`src/include/prh_pkg.sv`:
```
// Package: constants and types for the paged ROM host controller
package prh_pkg;
    // Clock
    localparam int CLK_MHZ = 25;
    localparam int CLK_NS = 40;
    // Times in ns
    localparam int ACCESS_NS = 170;
    localparam int GATE_NS = 65;
    localparam int SEL_TO_STROBE_END_NS = 100;
    localparam int STROBE_WIDTH_NS = 50;
    localparam int WRITE_RECOVERY_NS = 20;
    localparam int GATE_HIGH_TO_STROBE_NS = 55;
    localparam int RESET_LOW_NS = 100;
    localparam int RESET_TO_ADDR_NS = 150;
    // Cycle counts, least times rounded up
    function automatic int ns_to_cyc(input int ns);
        int c;
        c = (ns + CLK_NS - 1) / CLK_NS;
        return (c < 1) ? 1 : c;
    endfunction : ns_to_cyc
    localparam int ACCESS_CYC = ns_to_cyc(ACCESS_NS);
    localparam int GATE_CYC = ns_to_cyc(GATE_NS);
    localparam int SEL_STROBE_CYC = ns_to_cyc(SEL_TO_STROBE_END_NS);
    localparam int STROBE_CYC = ns_to_cyc(STROBE_WIDTH_NS);
    localparam int RECOVERY_CYC = ns_to_cyc(WRITE_RECOVERY_NS);
    localparam int GATE_STROBE_CYC = ns_to_cyc(GATE_HIGH_TO_STROBE_NS);
    localparam int RESET_LOW_CYC = ns_to_cyc(RESET_LOW_NS);
    localparam int RESET_ADDR_CYC = ns_to_cyc(RESET_TO_ADDR_NS);
    // Geometry
    localparam int IN_PAGE_BITS = 14;
    localparam int PAGE_BITS = 2;
    localparam int DATA_BITS = 8;
    localparam int SIG_HV_BIT = 9;
    // Register offsets
    localparam logic [11:0] OFS_CTRL = 12'h000;
    localparam logic [11:0] OFS_ADDR = 12'h004;
    localparam logic [11:0] OFS_WDATA = 12'h008;
    localparam logic [11:0] OFS_RDATA = 12'h00c;
    localparam logic [11:0] OFS_STATUS = 12'h010;
    // Command codes in CTRL[2:0]; writing CTRL while not busy starts it
    typedef enum logic [2:0] {
        PRH_CMD_READ = 3'h0,
        PRH_CMD_PAGE = 3'h1,
        PRH_CMD_RESET = 3'h2,
        PRH_CMD_SIG = 3'h3,
        PRH_CMD_PROG = 3'h4,
        PRH_CMD_INHIBIT = 3'h5
    } prh_cmd_e;
    localparam int CTRL_PULSE_LSB = 8;
    localparam int CTRL_PULSE_W = 16;
    localparam logic [15:0] PULSE_RESET = 16'h0019;
    localparam int STAT_BUSY = 0;
    localparam int STAT_DONE = 1;
    localparam int STAT_ERR = 2;
endpackage : prh_pkg

```
`src/include/prh_cmd_if.sv`:
```
// Interface: command channel from register block to sequencer
`timescale 1ns/1ps
interface prh_cmd_if;
    logic start;
    logic [2:0] cmd;
    logic [15:0] pulse_cyc;
    logic [15:0] addr;
    logic [7:0] wdata;
    logic busy;
    logic done;
    logic [7:0] rdata;
    modport regs (output start, cmd, pulse_cyc, addr, wdata,
                  input busy, done, rdata);
    modport seq (input start, cmd, pulse_cyc, addr, wdata,
                 output busy, done, rdata);
endinterface : prh_cmd_if

```
`src/logic/prh_ctrl.sv`:
```
// Top: host controller driving a paged ROM through its pins
//
// The implementer's own choices: the register offsets and register access over APB.
`timescale 1ns/1ps
// How it works
// - Select picks the device and stays low across the whole cycle, except an inhibit or reset cycle, which keeps it high.
// - Select and gate together time when read data is driven onto the bus.
// - Gate falls one cycle after select, well inside the allowed lag.
// - Write strobe stays high through every read.
// - Gate stays high for the whole page write cycle.
// - Select low 100 ns and strobe low 50 ns before ending write.
// - Strobe falls at least 55 ns after gate went high.
// - At least 20 ns recovery follows every page write.
// - Reset pin held low at least 100 ns; page returns to zero.
// - No address access until 150 ns after reset release.
module prh_ctrl #(
    parameter bit HAS_PAGE_RESET = 1'b1
) (
    // Clock and reset
    input wire logic pclk,
    input wire logic presetn,
    // APB slave
    input wire logic psel,
    input wire logic penable,
    input wire logic pwrite,
    input wire logic [11:0] paddr,
    input wire logic [31:0] pwdata,
    output logic [31:0] prdata,
    output logic pready,
    output logic pslverr,
    // ROM control pins
    output logic rom_select_n,
    output logic rom_gate_n,
    output logic rom_prog_hv,
    output logic rom_strobe_n,
    output logic rom_reset_n,
    output logic signature_hv_addr_bit,
    output logic [prh_pkg::IN_PAGE_BITS-1:0] rom_addr,
    // ROM data pins
    input wire logic [prh_pkg::DATA_BITS-1:0] rom_data_in,
    output logic [prh_pkg::DATA_BITS-1:0] rom_data_out,
    output logic rom_data_oe,
    // Mirror of the page latch
    output logic [prh_pkg::PAGE_BITS-1:0] page_now
);
    import prh_pkg::*;
    typedef enum {
        ST_IDLE, ST_SETUP, ST_GATE, ST_STROBE, ST_HOLD, ST_RECOVER,
        ST_RST_LOW, ST_RST_WAIT, ST_PROG
    } prh_state_e;
    localparam int CW = 16;
    localparam logic [CW-1:0] C_ACCESS = CW'(ACCESS_CYC);
    localparam logic [CW-1:0] C_GATE = CW'(GATE_CYC);
    localparam logic [CW-1:0] C_SELSTB = CW'(SEL_STROBE_CYC);
    localparam logic [CW-1:0] C_STROBE = CW'(STROBE_CYC);
    localparam logic [CW-1:0] C_RECOV = CW'(RECOVERY_CYC);
    localparam logic [CW-1:0] C_GSTB = CW'(GATE_STROBE_CYC);
    localparam logic [CW-1:0] C_RLOW = CW'(RESET_LOW_CYC);
    localparam logic [CW-1:0] C_RADDR = CW'(RESET_ADDR_CYC);
    // Reads need the access count to outlast the gate count
    if (ACCESS_CYC < GATE_CYC + 1) begin : g_bad_counts
        $error("access count shorter than gate count");
    end
    prh_cmd_if cmd_bus ();
    prh_regs u_regs (
        .pclk(pclk),
        .presetn(presetn),
        .psel(psel),
        .penable(penable),
        .pwrite(pwrite),
        .paddr(paddr),
        .pwdata(pwdata),
        .prdata(prdata),
        .pready(pready),
        .pslverr(pslverr),
        .cmd_port(cmd_bus.regs)
    );
    prh_state_e state;
    logic [CW-1:0] cnt;
    logic [2:0] op;
    logic [CW-1:0] wait_after;
    logic [7:0] rdata;
    // Max of two counts
    function automatic logic [CW-1:0] cmax(input logic [CW-1:0] a,
                                           input logic [CW-1:0] b);
        return (a > b) ? a : b;
    endfunction : cmax
    assign cmd_bus.busy = state != ST_IDLE;
    assign cmd_bus.rdata = rdata;
    // --------------------------------
    // Sequencer
    // --------------------------------
    always_ff @(posedge pclk or negedge presetn) begin
        if (!presetn) begin
            state <= ST_IDLE;
            cnt <= '0;
            op <= 3'h0;
            wait_after <= '0;
            cmd_bus.done <= 1'b0;
        end else begin
            cmd_bus.done <= 1'b0;
            if (cnt != '0) begin
                cnt <= cnt - 1'b1;
            end
            unique case (state)
                ST_IDLE: begin
                    if (cmd_bus.start) begin
                        op <= cmd_bus.cmd;
                        cnt <= '0;
                        if (cmd_bus.cmd == PRH_CMD_RESET) begin
                            state <= ST_RST_LOW;
                            cnt <= C_RLOW - 1'b1;
                        end else begin
                            state <= ST_SETUP;
                        end
                    end
                end
                ST_SETUP: begin
                    // Select settles one cycle before gate or strobe
                    if (op == PRH_CMD_PAGE) begin
                        state <= ST_STROBE;
                        cnt <= cmax(C_SELSTB, C_STROBE) - 1'b1;
                    end else if (op == PRH_CMD_PROG ||
                                 op == PRH_CMD_INHIBIT) begin
                        state <= ST_PROG;
                        cnt <= cmd_bus.pulse_cyc;
                    end else begin
                        state <= ST_GATE;
                        cnt <= cmax(C_ACCESS - 1'b1, C_GATE);
                    end
                end
                ST_GATE: begin
                    if (cnt == '0) begin
                        state <= ST_HOLD;
                    end
                end
                ST_STROBE: begin
                    if (cnt == '0) begin
                        state <= ST_HOLD;
                    end
                end
                ST_PROG: begin
                    if (cnt == '0) begin
                        state <= ST_HOLD;
                    end
                end
                ST_HOLD: begin
                    state <= ST_RECOVER;
                    cnt <= C_RECOV - 1'b1;
                end
                ST_RECOVER: begin
                    if (cnt == '0) begin
                        state <= ST_IDLE;
                        cmd_bus.done <= 1'b1;
                    end
                end
                ST_RST_LOW: begin
                    if (cnt == '0) begin
                        state <= ST_RST_WAIT;
                        cnt <= C_RADDR - 1'b1;
                    end
                end
                ST_RST_WAIT: begin
                    if (cnt == '0) begin
                        state <= ST_IDLE;
                        cmd_bus.done <= 1'b1;
                    end
                end
            endcase
        end
    end
    // --------------------------------
    // Pin drive
    // --------------------------------
    logic is_read;
    assign is_read = op == PRH_CMD_READ || op == PRH_CMD_SIG;
    always_ff @(posedge pclk or negedge presetn) begin
        if (!presetn) begin
            rom_select_n <= 1'b1;
            rom_gate_n <= 1'b1;
            rom_prog_hv <= 1'b0;
            rom_strobe_n <= 1'b1;
            rom_reset_n <= 1'b1;
            signature_hv_addr_bit <= 1'b0;
            rom_addr <= '0;
            rom_data_out <= 8'hff;
            rom_data_oe <= 1'b0;
        end else begin
            rom_reset_n <= !(HAS_PAGE_RESET &&
                (state == ST_RST_LOW || (state == ST_IDLE &&
                 cmd_bus.start && cmd_bus.cmd == PRH_CMD_RESET)));
            if (state == ST_IDLE && cmd_bus.start &&
                cmd_bus.cmd != PRH_CMD_RESET) begin
                // Inhibit keeps select high under programming voltage
                rom_select_n <= cmd_bus.cmd == PRH_CMD_INHIBIT;
                if (cmd_bus.cmd == PRH_CMD_SIG) begin
                    rom_addr <= {13'h0, cmd_bus.addr[0]};
                    signature_hv_addr_bit <= 1'b1;
                end else begin
                    rom_addr <= cmd_bus.addr[IN_PAGE_BITS-1:0];
                end
                if (cmd_bus.cmd == PRH_CMD_PAGE) begin
                    rom_data_out <= {6'h00,
                        cmd_bus.wdata[PAGE_BITS-1:0]};
                    rom_data_oe <= 1'b1;
                end else if (cmd_bus.cmd == PRH_CMD_PROG ||
                             cmd_bus.cmd == PRH_CMD_INHIBIT) begin
                    rom_data_out <= cmd_bus.wdata;
                    rom_data_oe <= 1'b1;
                end
            end
            if (state == ST_SETUP) begin
                rom_gate_n <= !is_read;
                rom_strobe_n <= op != PRH_CMD_PAGE;
                rom_prog_hv <= op == PRH_CMD_PROG || op == PRH_CMD_INHIBIT;
            end
            if (state == ST_HOLD) begin
                rom_strobe_n <= 1'b1;
                rom_gate_n <= 1'b1;
                rom_prog_hv <= 1'b0;
                rom_select_n <= 1'b1;
                signature_hv_addr_bit <= 1'b0;
            end
            if (state == ST_RECOVER && cnt == '0) begin
                rom_data_oe <= 1'b0;
            end
        end
    end
    // --------------------------------
    // Read capture and page mirror
    // --------------------------------
    always_ff @(posedge pclk or negedge presetn) begin
        if (!presetn) begin
            rdata <= 8'h00;
            page_now <= '0;
        end else begin
            if (state == ST_GATE && cnt == '0) begin
                rdata <= rom_data_in;
            end
            if (state == ST_HOLD && op == PRH_CMD_PAGE) begin
                page_now <= rom_data_out[PAGE_BITS-1:0];
            end
            if (state == ST_RST_LOW && HAS_PAGE_RESET) begin
                page_now <= '0;
            end
        end
    end
    // --------------------------------
    // Assertions
    // --------------------------------
    property p_strobe_read;
        @(posedge pclk) disable iff (!presetn)
        !rom_gate_n |-> rom_strobe_n;
    endproperty
    a_strobe_read: assert property (p_strobe_read)
        else $error("strobe low while gate low");
    property p_gate_write;
        @(posedge pclk) disable iff (!presetn)
        !rom_strobe_n |-> rom_gate_n && !rom_select_n && rom_reset_n;
    endproperty
    a_gate_write: assert property (p_gate_write)
        else $error("bad pins during page write");
    property p_strobe_width;
        @(posedge pclk) disable iff (!presetn)
        $fell(rom_strobe_n) |-> !rom_strobe_n [*3];
    endproperty
    a_strobe_width: assert property (p_strobe_width)
        else $error("page write strobe too short");
    property p_gate_to_strobe;
        @(posedge pclk) disable iff (!presetn)
        $fell(rom_strobe_n) |-> rom_gate_n && $past(rom_gate_n) &&
            $past(rom_gate_n, 2);
    endproperty
    a_gate_to_strobe: assert property (p_gate_to_strobe)
        else $error("strobe fell too soon after gate");
    property p_recovery;
        @(posedge pclk) disable iff (!presetn)
        $rose(rom_strobe_n) |-> rom_select_n [*2];
    endproperty
    a_recovery: assert property (p_recovery)
        else $error("no recovery after page write");
    property p_sel_before_end;
        @(posedge pclk) disable iff (!presetn)
        $rose(rom_strobe_n) |-> !$past(rom_select_n, 1) &&
            !$past(rom_select_n, 2) && !$past(rom_select_n, 3);
    endproperty
    a_sel_before_end: assert property (p_sel_before_end)
        else $error("select not low long enough before write end");
    property p_reset_len;
        @(posedge pclk) disable iff (!presetn)
        $fell(rom_reset_n) |-> !rom_reset_n [*3];
    endproperty
    a_reset_len: assert property (p_reset_len)
        else $error("reset pulse too short");
    property p_reset_gap;
        @(posedge pclk) disable iff (!presetn)
        $rose(rom_reset_n) |-> rom_select_n [*4];
    endproperty
    a_reset_gap: assert property (p_reset_gap)
        else $error("access too soon after reset");
    property p_sample_late;
        @(posedge pclk) disable iff (!presetn)
        $fell(rom_gate_n) |-> !rom_gate_n [*2] ##1 !rom_select_n;
    endproperty
    a_sample_late: assert property (p_sample_late)
        else $error("read cycle ended too early");
    property p_sig_addr;
        @(posedge pclk) disable iff (!presetn)
        signature_hv_addr_bit |-> rom_addr[IN_PAGE_BITS-1:1] == '0;
    endproperty
    a_sig_addr: assert property (p_sig_addr)
        else $error("address bits set in signature mode");
    property p_no_reset_pin;
        @(posedge pclk) disable iff (!presetn)
        !rom_reset_n |-> HAS_PAGE_RESET &&
            (state == ST_RST_LOW || state == ST_RST_WAIT);
    endproperty
    a_no_reset_pin: assert property (p_no_reset_pin)
        else $error("reset pin driven without the option");
    c_read: cover property (@(posedge pclk) disable iff (!presetn)
        $fell(rom_gate_n) && !signature_hv_addr_bit);
    c_page: cover property (@(posedge pclk) disable iff (!presetn)
        $rose(rom_strobe_n));
    c_reset: cover property (@(posedge pclk) disable iff (!presetn)
        $rose(rom_reset_n));
    c_sig: cover property (@(posedge pclk) disable iff (!presetn)
        signature_hv_addr_bit && !rom_gate_n);
    c_prog: cover property (@(posedge pclk) disable iff (!presetn)
        rom_prog_hv && !rom_select_n);
endmodule : prh_ctrl

```
`src/logic/prh_regs.sv`:
```
// APB register block of the paged ROM host controller
`timescale 1ns/1ps
module prh_regs (
    // Clock and reset
    input wire logic pclk,
    input wire logic presetn,
    // APB
    input wire logic psel,
    input wire logic penable,
    input wire logic pwrite,
    input wire logic [11:0] paddr,
    input wire logic [31:0] pwdata,
    output logic [31:0] prdata,
    output logic pready,
    output logic pslverr,
    // Sequencer
    prh_cmd_if.regs cmd_port
);
    import prh_pkg::*;
    logic [2:0] cmd;
    logic [15:0] pulse;
    logic [15:0] addr;
    logic [7:0] wdata;
    logic done_flag;
    logic start;
    logic err;
    logic wr_en;
    logic mapped;
    assign pready = 1'b1;
    assign wr_en = psel & penable & pwrite;
    assign mapped = paddr == OFS_CTRL || paddr == OFS_ADDR ||
        paddr == OFS_WDATA || paddr == OFS_RDATA || paddr == OFS_STATUS;
    assign pslverr = psel & penable & ~mapped;
    assign cmd_port.start = start;
    assign cmd_port.cmd = cmd;
    assign cmd_port.pulse_cyc = pulse;
    assign cmd_port.addr = addr;
    assign cmd_port.wdata = wdata;
    // --------------------------------
    // Writable registers
    // --------------------------------
    always_ff @(posedge pclk or negedge presetn) begin
        if (!presetn) begin
            cmd <= 3'h0;
            pulse <= PULSE_RESET;
            addr <= 16'h0000;
            wdata <= 8'hff;
            start <= 1'b0;
        end else begin
            start <= 1'b0;
            if (wr_en && paddr == OFS_CTRL && !cmd_port.busy) begin
                cmd <= pwdata[2:0];
                pulse <= pwdata[CTRL_PULSE_LSB +: CTRL_PULSE_W];
                start <= 1'b1;
            end
            if (wr_en && paddr == OFS_ADDR) begin
                addr <= pwdata[15:0];
            end
            if (wr_en && paddr == OFS_WDATA) begin
                wdata <= pwdata[7:0];
            end
        end
    end
    // --------------------------------
    // Sticky status; set wins over clear
    // --------------------------------
    always_ff @(posedge pclk or negedge presetn) begin
        if (!presetn) begin
            done_flag <= 1'b0;
            err <= 1'b0;
        end else begin
            if (cmd_port.done) begin
                done_flag <= 1'b1;
            end else if (wr_en && paddr == OFS_STATUS &&
                         pwdata[STAT_DONE]) begin
                done_flag <= 1'b0;
            end
            if (wr_en && paddr == OFS_CTRL && cmd_port.busy) begin
                err <= 1'b1;
            end else if (wr_en && paddr == OFS_STATUS &&
                         pwdata[STAT_ERR]) begin
                err <= 1'b0;
            end
        end
    end
    // --------------------------------
    // Read mux
    // --------------------------------
    always_comb begin
        prdata = 32'h0000_0000;
        unique case (paddr)
            OFS_CTRL: prdata = {8'h00, pulse, 5'h00, cmd};
            OFS_ADDR: prdata = {16'h0000, addr};
            OFS_WDATA: prdata = {24'h000000, wdata};
            OFS_RDATA: prdata = {24'h000000, cmd_port.rdata};
            OFS_STATUS: prdata = {29'h0, err, done_flag,
                                  cmd_port.busy | start};
            default: prdata = 32'h0000_0000;
        endcase
    end
endmodule : prh_regs

```
`config.mk`:
```
export PLATFORM = sky130hd
export DESIGN_NAME = prh_ctrl
export DESIGN_NICKNAME = d
export VERILOG_FILES = /design/src/include/prh_pkg.sv /design/src/include/prh_cmd_if.sv /design/src/logic/prh_ctrl.sv /design/src/logic/prh_regs.sv
export SDC_FILE = /design/constraint.sdc
export NUM_CORES = 1
export LEC_CHECK = 0
export BUFFER_PORTS_ARGS = -buffer_cell sky130_fd_sc_hd__buf_4
export CORE_MARGIN = 8
export CORE_UTILIZATION = 29
export CTS_CLUSTER_SIZE = 25
export DETAILED_ROUTE_END_ITERATION = 10
export SYNTH_ARGS = -nofsm -noshare
export SYNTH_HDL_FRONTEND = slang
export SYNTH_SLANG_ARGS = --single-unit
```
`constraint.sdc`:
```
create_clock -name pclk -period 4.5 [get_ports pclk]
set_input_delay 0.9 -clock pclk [delete_from_list [all_inputs] [get_ports pclk]]
set_output_delay 0.9 -clock pclk [all_outputs]
set_load 0.005 [all_outputs]
```
# Word level (Yosys, flattened, before mapping)
# Cells that the tools add are included.
# totals
ff_bits	137
inputBits	57
elab_cells	151
# classes
n_addsub	1
eq_ne	32
mux	43
bitwise_logic	5
n_reduce_logical	48
# ops
operator	n
32-bit one-hot mux with 6 select lines	1
32-bit by 3-bit == test with 1-bit output (second input constant)	5
32-bit by 4-bit == test with 1-bit output (second input constant)	4
32-bit 2-to-1 mux	4
24-bit one-hot mux with 5 select lines	1
32-bit by 2-bit == test with 1-bit output (second input constant)	3
16-bit 2-to-1 mux	5
32-bit zero test	2
16-bit one-hot mux with 4 select lines	1
32-bit by 1-bit == test with 1-bit output (second input constant)	1
32-bit nonzero test	1
12-bit by 4-bit == test with 1-bit output (second input constant)	2
1-bit 2-to-1 mux	22
16-bit zero test	1
8-bit 2-to-1 mux	2
16-bit nonzero test	1
2-bit nonzero test	8
16-bit by 1-bit subtractor with 16-bit output (second input constant)	1
1-bit logical AND	14
14-bit 2-to-1 mux	1
12-bit by 3-bit == test with 1-bit output (second input constant)	1
12-bit by 5-bit == test with 1-bit output (second input constant)	1
3-bit == test (second input constant)	4
12-bit zero test	1
20 further kinds	42

# Longest topological paths before layout
# logic_depth
ltp_word	7
mapped_depth	9
mapped_depth_nobuf	7

# Cells and area by module
# A second synthesis with hierarchy kept.
# unflattened
cells_unflattened	512
hier_area_um2	5502.8
# modules_own_cells
mod	instances	cells_each	area_per_inst_um2
prh_ctrl	1	311	3091.7
prh_regs	1	201	2411.1

# Worst setup path before layout
# No wires, ideal clock.
# synth_timing
path_kind	input-to-output
startpoint	input port paddr[5]
endpoint	output port prdata[10]
arrival_time_ns	2.118
required_time_ns	3.600
path_slack_ns	1.482
path_stages	5
path_buffers	1
path_cell_list	nor4_2 -> nand2_2 -> nor2_1 -> clkbuf_1 -> a22o_1
# synth_between
elab_chain_len	2
word_cells_on_any_way	6
cone_classes	4 x eq/ne; 1 x mux; 1 x reduce/logical
# synth_rtl
element	line_no	source
start, declared	prh_ctrl.sv:26	input wire logic [11:0] paddr,
12-bit by 5-bit == test with 1-bit output (tied with other cells)	prh_regs.sv:91	unique case (paddr)
24-bit one-hot mux with 5 select lines (*)	prh_regs.sv:91	
end, declared	prh_ctrl.sv:28	output logic [31:0] prdata,
# Mark *: on every way between the ends. The rest lies on a longest branch, timed or not.

# Worst setup path in the final report
# layout_timing
startpoint	input port paddr[5]
endpoint	output port prdata[1]
# The elaborated chain is that of the path after synthesis.

==> results.json <==
{
  "hold_violations": 0,
  "htreeDepth": 3,
  "setup_viol": 0,
  "final_cell_mix": "110 x buf_4, 86 x dfrtp_1, 49 x mux2_2",
  "hold_buffers": 0,
  "max_freq_ghz": 0.285,
  "pwr_density_cell_nw_per_um2": 420,
  "num_rows": 49,
  "yosysUniqueCellTypes": 65,
  "clockPowerShare": 0.276,
  "grt_max_degree": 70,
  "async_flop_share": 1.00,
  "nNetsFinal": 623,
  "hpwl_mm": 10.8,
  "start_kind": "input port",
  "clockBufferDepth": 2,
  "ys_seq_elements": 109,
  "switchingPower_uw": 924,
  "area_growth_pct": 23.1,
  "io_pins": 122,
  "period_share": 0.780,
  "crit_chain": "buf_4 > nor4_2 > nand3b_1 > nor2_1 > a222oi_1 > inv_1 > buf_4",
  "ant_nets": 0,
  "min_from": "cmd_bus.done",
  "synth_top_flop_cell": "dfrtp_1",
  "cts-root-buf": "clkbuf_16",
  "avgViaCountPerCell": 5.16,
  "synth_edf_count": 0,
  "crit_path_start": "paddr[5]",
  "via_count": 4120,
  "cp_top_family": "simple AND/OR/NAND/NOR gates",
  "wire_per_inst_microns": 18.3,
  "max-vdd-ir-drop_mv": 0.190,
  "io_buffers": 104,
  "worst-slew-pin-transition_ns": 1.08,
  "grt_pass1_wl_mm": 23.9,
  "yosys_warnings": 0,
  "antenna_found_initial": 0,
  "timing.hold.worst.class": "flop to flop",
  "postCtsSetupRepairBufs": 0,
  "cts_tree": "done",
  "syn_inst": 466,
  "worst_path_most_repeated_cell": "buf_4",
  "path_max_fanout": 8,
  "cts_resized": 0,
  "grt_pass1_vias": 4313,
  "endpoint_kind": "output pin",
  "cts.sinks": 109,
  "first_iter_violations": 297,
  "synth-seq-area-share": 0.514,
  "drive_gt1_frac": 0.394,
  "critPathKind": "input port to output pin",
  "status": "finished clean",
  "slowest_delay_ns": 0.55,
  "regToRegStartpoint": "cnt[1]",
  "period_needed_ns": 3.51,
  "die_width_microns": 152,
  "fin_util": 0.365,
  "slew_headroom": 0.281,
  "final_common_cell": "buf_4",
  "skew_ns": 0.0129,
  "die_h_microns": 152,
  "drc": 0,
  "cts_buffers": 9,
  "synthesis.area_sq_um": 5360,
  "p_comb_frac": 0.274,
  "critPathBufInv": 3,
  "p_int_mw": 1.85,
  "floorplan.initialDensity": 0.297,
  "clk_pin_slew_ns": 0.07,
  "required_ns": 3.60,
  "power.static_leakage_nw": 3.11,
  "diodes": 0,
  "crit_arrival_ns": 2.61,
  "insertion_delay_ns": 0.35,
  "grt_overflow_total": 0,
  "swShare": 0.333,
  "pwr-share-seq": 0.449,
  "place.gp.congestion": 0.837,
  "die_area_sq_um": 23100,
  "wl_mm": 14.6,
  "max-cap-violations": 0,
  "final.setup.tns_ns": 0,
  "slowest_stage": "nor2_1",
  "grt_usage": 0.126,
  "rsz0062_at_grt": "no",
  "dr.pass1.iters": 5,
  "drv_slew": 0,
  "syn_avg_cell_area_sq_um": 11.5,
  "core_sq_um": 18100
}
flip-flops by register name, indices dropped and copies added (netlist names), 2 cells and up:
name                       flops
page_now                       2
rom_addr                      14
cnt                           16
rom_data_out                   8
u_regs.cmd_port.pulse_cyc     16
u_regs.cmd_port.addr          16
u_regs.cmd_port.cmd            3
state                          4
cmd_bus.rdata                  8
u_regs.cmd_port.wdata          8
op                             3
worst paths after layout:
kind / endpoint / slack (ns) / cells past startpoint
worst max register to register: cnt[12] / 1.87 / 7
worst min register to register: u_regs.done_flag / 0.45 / 1
worst max-delay path: prdata[1] / 0.99 / 7
max in group asynchronous: rom_reset_n / 2.95 / 2
min in group asynchronous: cmd_bus.rdata[3] / 0.66 / 1
worst min-delay path: u_regs.done_flag / 0.45 / 1
synth_stat cells (4+ instances only):
master | number | area share
a22oi_1 | 4 | 0.0056
nand3_1 | 5 | 0.0047
nand2b_1 | 5 | 0.0058
and2_1 | 11 | 0.013
or3_1 | 4 | 0.0047
a22o_1 | 27 | 0.044
clkbuf_1 | 7 | 0.0049
dfstp_2 | 23 | 0.11
nor3_1 | 19 | 0.018
xnor2_1 | 8 | 0.013
mux2_4 | 10 | 0.028
buf_2 | 8 | 0.0075
a21oi_1 | 11 | 0.010
a222oi_1 | 7 | 0.013
buf_4 | 11 | 0.015
nand2_1 | 29 | 0.020
dfrtp_1 | 86 | 0.40
o21ai_0 | 28 | 0.026
nor2_1 | 30 | 0.021
mux2i_1 | 4 | 0.0075
inv_1 | 12 | 0.0084
mux2_2 | 49 | 0.10
cell families (layout without fill, tap and decap cells):
kind of cell,count (synthesis),after routing,synth area share
compound gates,99,99,0.132
xor+xnor,9,9,0.0147
fa+ha+maj,2,2,0.00467
buf+inv,42,138,0.0427
flops,109,109,0.514
mux,63,63,0.138
other cells,2,9,0.00140
simple gates,140,140,0.152
worst register-to-register path: stages, from the launching register on:
cell,delay (ns)
dfrtp_1,0.40
inv_1,0.08
ha_1,0.21
nor4b_2,0.36
and4_1,0.50
nor2_1,0.13
nor2_1,0.55
o21ai_0,0.23
power groups by stage:
stage | Combinational [mW] | Clock, mW | Sequential, mW
floorplan | 0.628 | 0 | 1.19
global placement | 0.743 | 0 | 1.26
detailed placement | 0.760 | 0 | 1.26
CTS | 0.764 | 0.774 | 1.24
global route | 0.852 | 0.815 | 1.27
finish | 0.761 | 0.766 | 1.25
metrics by stage:
stage | hold WS [ns] | instances | setup slack [ns] | total power [mW] | instance area, sq um
after floorplan | 0.404 | 473 | 1.48 | 1.82 | 5390
after global placement | 0.424 | 782 | 1.05 | 2.00 | 6320
after detailed placement | 0.440 | 782 | 0.992 | 2.02 | 6320
after CTS | 0.453 | 798 | 0.984 | 2.78 | 6600
after global routing | 0.463 | 798 | 0.888 | 2.94 | 6600
final | 0.450 | 798 | 0.992 | 2.77 | 6600
cell type report:
type | count | area [sq um]
Inverter | 12 | 45.0
Tap cell | 229 | 287
Fill cell | 1765 | 11500
Clock inverter | 3 | 21.3
Clock buffer | 13 | 260
Timing Repair Buffer | 110 | 826
Multi-Input combinational cell | 322 | 2400
Sequential cell | 109 | 2760
metal layers:
layer  GRT usage  vias to the layer above  part of all wire
li1            -                     1884                 -
met1       0.162                     2118              0.46
met2       0.206                      105              0.48
met3      0.0295                       13             0.051
met4      0.0419                        0             0.011
met5           0                        -                 0
No activity file was read; power rests on OpenSTA's default activity.
